[src/hw/hold_supervisor_defs.vh]
`ifndef HOLD_SUPERVISOR_DEFS_VH
`define HOLD_SUPERVISOR_DEFS_VH

// ****************************************
// timing
// ****************************************
`define CLOCK_HZ           25000000
`define MS_PER_SECOND      1000
`define CYCLES_PER_MS      (`CLOCK_HZ / `MS_PER_SECOND)

// ****************************************
// hold time setting, in 1 ms steps
// ****************************************
`define HOLD_WIDTH         16
`define HOLD_MIN           16'h0014
`define HOLD_MAX           16'hC350
`define HOLD_RESET         16'h0014

`endif

[src/hw/ms_tick.v]
`timescale 1ns/1ps
`include "hold_supervisor_defs.vh"

// one-cycle pulse every millisecond while run is high; restarts when run falls
module ms_tick #(
  parameter CYCLES = `CYCLES_PER_MS
) (
  // clock and reset
  input  wire clock,
  input  wire reset,
  // control
  input  wire run,
  output reg  tick_q
);

  localparam CW = 16;
  // the divider holds at most 65536 cycles per millisecond; the cut below is on purpose
  localparam integer  LAST_INT = CYCLES - 1;
  localparam [CW-1:0] LAST     = LAST_INT[CW-1:0];

  reg [CW-1:0] count_q;

  always @(posedge clock or posedge reset) begin
    if (reset) begin
      count_q <= 16'h0000;
      tick_q  <= 1'b0;
    end else if (!run) begin
      count_q <= 16'h0000;
      tick_q  <= 1'b0;
    end else if (count_q == LAST) begin
      count_q <= 16'h0000;
      tick_q  <= 1'b1;
    end else begin
      count_q <= count_q + 16'h0001;
      tick_q  <= 1'b0;
    end
  end

endmodule // ms_tick

[src/hw/power_interruption_hold_supervisor.v]
// How it works
// - fault output closed normally, open on error
// - fault forces immediate stop; caution does not
// - caution output closed on caution, open while fault is pending
// - ready output closed without regard to enable
// - ready needs supply, no block, no fault, polarity
// - keep motor powered during hold time in ms
// - hold setting 20..50000, default 20, immediate
// - short interruption keeps motor enabled
// - long interruption stops motor power
// - long interruption clears ready and disables motor
// - motor power resumes when main supply returns
// - control supply loss opens all contacts but caution
// - supply-low fault ignores hold time
`timescale 1ns/1ps
`include "hold_supervisor_defs.vh"

module power_interruption_hold_supervisor #(
  parameter CYCLES_PER_MS = `CYCLES_PER_MS,
  parameter HOLD_WIDTH    = `HOLD_WIDTH
) (
  // clock and reset
  input  wire                  clock,
  input  wire                  reset,
  // detectors inside the drive
  input  wire                  main_supply_ok,
  input  wire                  control_supply_ok,
  input  wire                  fault_detected,
  input  wire                  supply_low_fault,
  input  wire                  caution_detected,
  input  wire                  hardwired_output_block,
  input  wire                  polarity_sensor_fitted,
  input  wire                  polarity_done,
  // host controller
  input  wire                  enable_cmd,
  input  wire                  hold_time_write,
  input  wire [HOLD_WIDTH-1:0] hold_time_data,
  // status outputs, high means contact closed
  output reg                   fault_output,
  output reg                   caution_output,
  output reg                   drive_ready,
  output reg                   motor_powered,
  output reg                   hold_expired,
  output reg  [HOLD_WIDTH-1:0] hold_time_setting
);

  // ****************************************
  // hold time setting
  // ****************************************
  // out-of-range writes are clamped rather than dropped, so the timer never runs
  // with a value the drive cannot honour
  wire [HOLD_WIDTH-1:0] hold_min  = `HOLD_MIN;
  wire [HOLD_WIDTH-1:0] hold_max  = `HOLD_MAX;
  wire                  below_min = (hold_time_data < hold_min);
  wire                  above_max = (hold_time_data > hold_max);
  reg  [HOLD_WIDTH-1:0] hold_time_setting_d;

  always @* begin
    if (below_min) begin
      hold_time_setting_d = hold_min;
    end else if (above_max) begin
      hold_time_setting_d = hold_max;
    end else begin
      hold_time_setting_d = hold_time_data;
    end
  end

  // a write lands on the next edge and is used by the timer from then on
  always @(posedge clock or posedge reset) begin
    if (reset) begin
      hold_time_setting <= `HOLD_RESET;
    end else if (hold_time_write) begin
      hold_time_setting <= hold_time_setting_d;
    end
  end

  // ****************************************
  // interruption timer
  // ****************************************
  // the millisecond divider restarts with every loss, so each interruption is
  // timed from its own start and never inherits a partial millisecond
  wire                supply_lost = !main_supply_ok;
  wire                ms_pulse;
  wire                count_full;
  wire                past_setting;
  reg  [HOLD_WIDTH:0] lost_ms_q;
  reg  [HOLD_WIDTH:0] lost_ms_d;
  reg                 expired_q;
  reg                 expired_d;

  ms_tick #(
    .CYCLES (CYCLES_PER_MS)
  ) u_ms_tick (
    .clock  (clock),
    .reset  (reset),
    .run    (supply_lost),
    .tick_q (ms_pulse)
  );

  // the extra top bit lets the count pass the largest setting; it then stops
  // there rather than wrapping back below the setting
  assign count_full   = lost_ms_q[HOLD_WIDTH];
  // setting compared live, so a new value takes effect at once
  assign past_setting = (lost_ms_q > {1'b0, hold_time_setting});

  always @* begin
    if (!supply_lost) begin
      lost_ms_d = {(HOLD_WIDTH+1){1'b0}};
    end else if (ms_pulse && !count_full) begin
      lost_ms_d = lost_ms_q + {{HOLD_WIDTH{1'b0}}, 1'b1};
    end else begin
      lost_ms_d = lost_ms_q;
    end
  end

  // expiry is sticky for the rest of the interruption, even if the setting is
  // raised afterwards; only a returning supply clears it
  always @* begin
    if (!supply_lost) begin
      expired_d = 1'b0;
    end else if (past_setting) begin
      expired_d = 1'b1;
    end else begin
      expired_d = expired_q;
    end
  end

  always @(posedge clock or posedge reset) begin
    if (reset) begin
      lost_ms_q <= {(HOLD_WIDTH+1){1'b0}};
      expired_q <= 1'b0;
    end else begin
      lost_ms_q <= lost_ms_d;
      expired_q <= expired_d;
    end
  end

  // ****************************************
  // readiness conditions
  // ****************************************
  // caution is only reported, while control supply gates fault, ready and motor below; nothing here lets caution stop the motor
  wire any_fault   = fault_detected | supply_low_fault;
  wire in_hold     = supply_lost & !expired_q;
  wire supply_held = main_supply_ok | in_hold;
  wire block_clear = !hardwired_output_block;
  wire fault_clear = !any_fault;
  wire polarity_ok = polarity_sensor_fitted | polarity_done;
  reg  fault_output_d;
  reg  caution_output_d;
  reg  drive_ready_d;
  reg  motor_powered_d;

  // a dead control supply opens the fault, ready and motor contacts; the caution contact still follows caution_detected
  always @* begin
    fault_output_d = control_supply_ok & fault_clear;
  end

  always @* begin
    caution_output_d = caution_detected & fault_clear;
  end

  always @* begin
    drive_ready_d = supply_held & block_clear & fault_clear & polarity_ok & control_supply_ok;
  end

  // dropping the host enable cuts the motor at once, whatever the hold state
  always @* begin
    motor_powered_d = drive_ready_d & enable_cmd;
  end

  // ****************************************
  // status contacts
  // ****************************************
  // every contact is a flop of its own, so a pin never glitches while the
  // detectors settle
  always @(posedge clock or posedge reset) begin
    if (reset) begin
      fault_output <= 1'b0;
    end else begin
      fault_output <= fault_output_d;
    end
  end

  always @(posedge clock or posedge reset) begin
    if (reset) begin
      caution_output <= 1'b0;
    end else begin
      caution_output <= caution_output_d;
    end
  end

  always @(posedge clock or posedge reset) begin
    if (reset) begin
      drive_ready <= 1'b0;
    end else begin
      drive_ready <= drive_ready_d;
    end
  end

  // ****************************************
  // motor power and expiry status
  // ****************************************
  always @(posedge clock or posedge reset) begin
    if (reset) begin
      motor_powered <= 1'b0;
    end else begin
      motor_powered <= motor_powered_d;
    end
  end

  // the expiry flag trails expired_q by one flop, so it drops a cycle after
  // the ready contact has already closed again on a returning supply
  always @(posedge clock or posedge reset) begin
    if (reset) begin
      hold_expired <= 1'b0;
    end else begin
      hold_expired <= expired_q;
    end
  end

endmodule // power_interruption_hold_supervisor
[config.mk]
export PLATFORM = sky130hd
export DESIGN_NAME = power_interruption_hold_supervisor
export DESIGN_NICKNAME = d
export VERILOG_FILES = /design/src/hw/ms_tick.v /design/src/hw/power_interruption_hold_supervisor.v
export VERILOG_INCLUDE_DIRS = /design/src /design/src/hw
export SDC_FILE = /design/constraint.sdc
export NUM_CORES = 1
export LEC_CHECK = 0
export BUFFER_PORTS_ARGS = -buffer_cell sky130_fd_sc_hd__clkbuf_2
export CAP_MARGIN = 25
export CORE_MARGIN = 2
export CORE_UTILIZATION = 60
export CTS_CLUSTER_SIZE = 40
export DETAILED_ROUTE_END_ITERATION = 10
export PLACE_DENSITY = 0.89
export SYNTH_ARGS = -nofsm -noshare
export SYNTH_HDL_FRONTEND = slang
export SYNTH_HIERARCHICAL = 1
export SYNTH_SLANG_ARGS = --single-unit
[constraint.sdc]
create_clock -name clock -period 4.2 [get_ports clock]
set_input_delay 0.42 -clock clock [delete_from_list [all_inputs] [get_ports clock]]
set_output_delay 0.42 -clock clock [all_outputs]
set_load 0.01 [all_outputs]
Word-level counts from Yosys, hierarchy flattened
Cells that the tools add are included.
{ "totals": {"reg_bits": 56, "inputBits": 28, "output_inout_bits": 21, "elab_cells": 45} }
{ "op_classes": {"add_sub_neg": 2, "order_cmp": 3, "eq_ne": 1, "muxes": 10, "bitwise_logic": 11, "n_reduce_logical": 8} }
{ "ops": {"columns": ["cell", "count"], "rows": [
  ["16-bit two-way mux", 4],
  ["17-bit two-way mux", 2],
  ["17-bit by 1-bit adder with 17-bit output (second input constant)", 1],
  ["17-bit by 16-bit greater-than comparator with 1-bit output", 1],
  ["16-bit by 1-bit adder with 16-bit output (second input constant)", 1],
  ["16-bit by 15-bit equality test with 1-bit output (second input constant)", 1],
  ["16-bit greater-than comparator (second input constant)", 1],
  ["16-bit by 5-bit less-than comparator with 1-bit output (second input constant)", 1],
  ["1-bit bitwise AND", 8],
  ["1-bit zero test", 5],
  ["1-bit two-way mux", 4],
  ["2-bit nonzero test", 2],
  ["1-bit OR", 3],
  ["1-bit logical AND", 1]
]} }

Longest topological paths before layout
{ "logic_depth": {"ltp_word": 8, "mapped_depth": 7, "mapped_depth_nobuf": 7} }

Hierarchy
Netlist, hierarchy kept.
{ "modules_own_cells": {"columns": ["module", "instances", "cells_per_inst", "area_per_inst_um2", "seq_area_each_um2"], "rows": [
  ["power_interruption_hold_supervisor", 1, 211, 2099.5, 978.4],
  ["ms_tick", 1, 82, 810.8, 425.4]
]} }

Worst setup path before layout
OpenSTA, ideal clock, no wires.
{ "synth_timing": {"path_type": "register to register", "startpoint": "register u_ms_tick.count_q[3]", "endpoint": "register u_ms_tick.count_q[10]", "setup_time_ns": 0.119, "arrival_ns": 1.569, "t_required_ns": 4.081, "setup_slack_ns": 2.513, "stages_incl_launch_ff": 6, "path_buffers": 1, "synth_period_minus_slack_ns": 1.687, "cell_sequence": "dfrtp_1 -> or4_1 -> nor4_1 -> nand2b_2 -> buf_6 -> nor2_1"} }
{ "synth_between": {"elab_chain_len": 3, "elab_cells_between_ends": 4, "classes_between": "add/sub (1); eq/ne (1); mux (2)"} }
{ "synth_lines": {"columns": ["element", "line_no", "source"], "rows": [
  ["from (decl)", "ms_tick.v:21", "reg [CW-1:0] count_q;"],
  ["from (signal assigned)", "ms_tick.v:34", "count_q <= count_q + 16'h0001;"],
  ["16-bit by 1-bit adder with 16-bit output / 16-bit by 15-bit equality test with 1-bit output (equally long branches)", "ms_tick.v:34, ms_tick.v:30", null],
  ["16-bit two-way mux *", "ms_tick.v:30", "end else if (count_q == LAST) begin"],
  ["16-bit two-way mux *", "ms_tick.v:27", "end else if (!run) begin"]
]} }
Mark *: on every way between the ends. The rest lies on a longest branch, timed or not.
A chain may end at the register's enable or synchronous reset.

Worst setup path after layout
{ "layout_timing": {"startpoint": "register u_ms_tick.count_q[3]", "endpoint": "register u_ms_tick.count_q[5]"} }
Same word-level chain as after synthesis.

==> load_flow_metrics.sql <==
INSERT INTO impl_metrics (metric_group, metric, value, unit) VALUES
('grt', 'grtUsageTotal', '0.2447', ''),
('finish', 'diodes', '0', ''),
('finish', 'area_growth', '12.98', '%'),
('power_and_ir_drop', 'total_power', '979.3', 'uW'),
('grt', 'globalRouteOverflowTotal', '0', ''),
('setup_path', 'timing.critical_path.slowest_cell_delay', '540', 'ps'),
('timing', 'worst_pin_slew', '690.2', 'ps'),
('placement', 'gpl.final_weighted_congestion', '0.9915', ''),
('floorplan', 'io-pin-count', '49', ''),
('setup_path', 'end_kind', 'register', ''),
('setup_path', 'timing.critical_path.max_delay_family', 'simple AND/OR/NAND/NOR gates', ''),
('synth', 'mappedNetlistArea', '2910', 'um^2'),
('finish', 'design.final.nets', '391', ''),
('cts', 'clock_slew_at_the_register_clock_pins_of_the_worst_setup_and_hold_paths', '90', 'ps'),
('timing', 'timing_hold_violations_final', '0', ''),
('power_and_ir_drop', 'total_leakage_power', '1.573', 'nW'),
('setup_path', 'worstPathCellList', 'or4_1 -> nor4_1 -> nand2b_2 -> nor2_1', ''),
('timing', 'post-route-period-util', '0.4410', ''),
('cts', 'clock_latency', '310', 'ps'),
('synth', 'yosys_register_bits', '56', ''),
('detailed_routing', 'finalWirelength', '6.115', 'mm'),
('setup_path', 'cp.arrival', '2040', 'ps'),
('grt', 'first_global_vias', '2248', ''),
('timing', 'min_period', '1852', 'ps'),
('synth', 'number_of_instances_in_the_synthesized_netlist', '293', ''),
('floorplan', 'dieHeight', '73.65', 'um'),
('cts', 'cts_buffer_depth', '2', ''),
('synth', 'ys_async_sr_fraction', '1.000', ''),
('finish', 'final_layout_size_suffix_gt1_frac', '0.1850', ''),
('timing', 'tns', '0', 'ps'),
('timing', 'fin_ws', '2348', 'ps'),
('detailed_routing', 'viasPerCell', '5.870', ''),
('placement', 'dp_worst_setup_slack', '2289', 'ps'),
('placement', 'io_buffers', '48', ''),
('floorplan', 'rows', '25', ''),
('floorplan', 'floorplan.die_area', '5424', 'um^2'),
('grt', 'grt_pass1_wl', '10.27', 'mm'),
('timing', 'skew', '5.413', 'ps'),
('cts', 'cts_buffer_count', '5', ''),
('setup_path', 'criticalPathCategory', 'register to register', ''),
('timing', 'worst_slew_margin_rel', '0.5399', ''),
('setup_path', 'critical_path.startpoint_type', 'register', ''),
('cts', 'post_cts_resize_count', '0', ''),
('finish', 'post-route-cell-area', '3288', 'um^2'),
('finish', 'final_core_utilization', '0.7008', ''),
('outcome', 'status', 'complete, no violations', ''),
('power_and_ir_drop', 'p_per_area', '297.8', 'nW/um^2'),
('hold_path', 'holdCritPathClass', 'input pin to asynchronous set/reset pin', ''),
('detailed_routing', 'count_of_tritonroute_iterations_in_the_first_routing_pass', '4', ''),
('placement', 'detailedPlacementHpwl', '4.641', 'mm'),
('setup_path', 'cp_max_stage_cell', 'sky130_fd_sc_hd__or4_1', ''),
('synth', 'synth_top_cell_area_share', '0.4643', ''),
('cts', 'cts_setup_buffers', '0', ''),
('setup_path', 'crit_start', 'u_ms_tick/count_q[3]', ''),
('synth', 'leading_post_synthesis_cells_by_instance_count', 'sky130_fd_sc_hd__dfrtp_1 (54), sky130_fd_sc_hd__nor2_1 (39), sky130_fd_sc_hd__inv_1 (25)', ''),
('setup_path', 'worst_r2r_startpoint', 'u_ms_tick/count_q[3]', ''),
('finish', 'non_filler_instance_count_after_layout', '400', ''),
('detailed_routing', 'drt-wirelength-per-cell', '15.29', 'um'),
('run', 'max_cap_violations', '0', ''),
('placement', 'dpl_cell_area', '3203', 'um^2'),
('floorplan', 'initial_core_util', '0.6203', ''),
('cts', 'htreeDepth', '2', ''),
('placement', 'post-place-cells', '392', ''),
('synth', 'post-synth-top-area-cell', 'sky130_fd_sc_hd__dfrtp_1', ''),
('synth', 'ys_seq_area_frac', '0.4824', ''),
('timing', 'timing.fmax', '0.5398', 'GHz'),
('cts', 'clock_tree.root_cell', 'sky130_fd_sc_hd__clkbuf_8', ''),
('floorplan', 'core_region_area', '4692', 'um^2'),
('timing', 'finalMaxSlewViolations', '0', ''),
('cts', 'cts-hold-fix-buffers', '0', ''),
('grt', 'initial_antenna_violation_count', '0', '');
[worst register-to-register path: stages (launching register included)]
cell	delay [ps]
sky130_fd_sc_hd__dfrtp_1	440
sky130_fd_sc_hd__or4_1	540
sky130_fd_sc_hd__nor4_1	300
sky130_fd_sc_hd__nand2b_2	360
sky130_fd_sc_hd__nor2_1	90
[layout by cell type (no fill, tap or decap), types with 10 or more instances in the layout]
| master | n |
|---|---|
| sky130_fd_sc_hd__xnor2_1 | 17 |
| sky130_fd_sc_hd__ha_1 | 18 |
| sky130_fd_sc_hd__nand3_1 | 10 |
| sky130_fd_sc_hd__inv_1 | 25 |
| sky130_fd_sc_hd__nand2_1 | 19 |
| sky130_fd_sc_hd__o21ai_0 | 10 |
| sky130_fd_sc_hd__a21oi_1 | 10 |
| sky130_fd_sc_hd__clkbuf_2 | 48 |
| sky130_fd_sc_hd__dfrtp_1 | 54 |
| sky130_fd_sc_hd__nor3_1 | 10 |
| sky130_fd_sc_hd__nor2_1 | 39 |
[cell families after synthesis]
family / count (synthesis) / share of synthesized area
AO/OA/AOI/OAI: 45 / 0.1053
AND/OR/NAND/NOR: 118 / 0.2150
XOR/XNOR: 25 / 0.07524
flip-flops: 56 / 0.4824
buffers and inverters: 30 / 0.04127
adder cells (fa/ha/maj): 18 / 0.07739
multiplexers: 1 / 0.003440
[final timing paths]
check                      cells past startpoint  slack (ps)                     to
setup reg to reg                               4        2350   u_ms_tick/count_q[5]
min in group clock                             2         270            drive_ready
hold reg to reg                                0         420           hold_expired
max in group asynchronous                      3        3630   hold_time_setting[4]
setup / recovery                               4        2350   u_ms_tick/count_q[5]
hold / removal                                 2         160  u_ms_tick/count_q[12]
[layer usage]
metal,part of all wire,vias up,GRT usage
li1,-,1130,-
met1,0.44,1132,0.3265
met2,0.49,76,0.3968
met4,0.017,0,0.09495
met5,0,-,0
met3,0.049,10,0.04390
[where the power goes]
group / internal, mW / leakage [nW] / switching, mW
clock: 0.119 / 0.0424 / 0.167
sequential: 0.558 / 0.749 / 0.0152
combinational: 0.0467 / 0.782 / 0.0729
[sequential cells by signal (all words and copies together) (netlist names)]
signal             count
caution_output         1
drive_ready            1
expired_q              1
fault_output           1
hold_expired           1
hold_time_setting     16
lost_ms_q             17
motor_powered          1
u_ms_tick/count_q     16
u_ms_tick/tick_q       1
[cell type report]
cell class	count	area [um^2]
Clock inverter	1	8.758
Timing Repair Buffer	49	247.7
Inverter	26	97.59
Clock buffer	7	76.32
Multi-Input combinational cell	207	1386
Fill cell	342	1404
Tap cell	54	67.56
Sequential cell	56	1404
(Power assumes the default switching activity.)
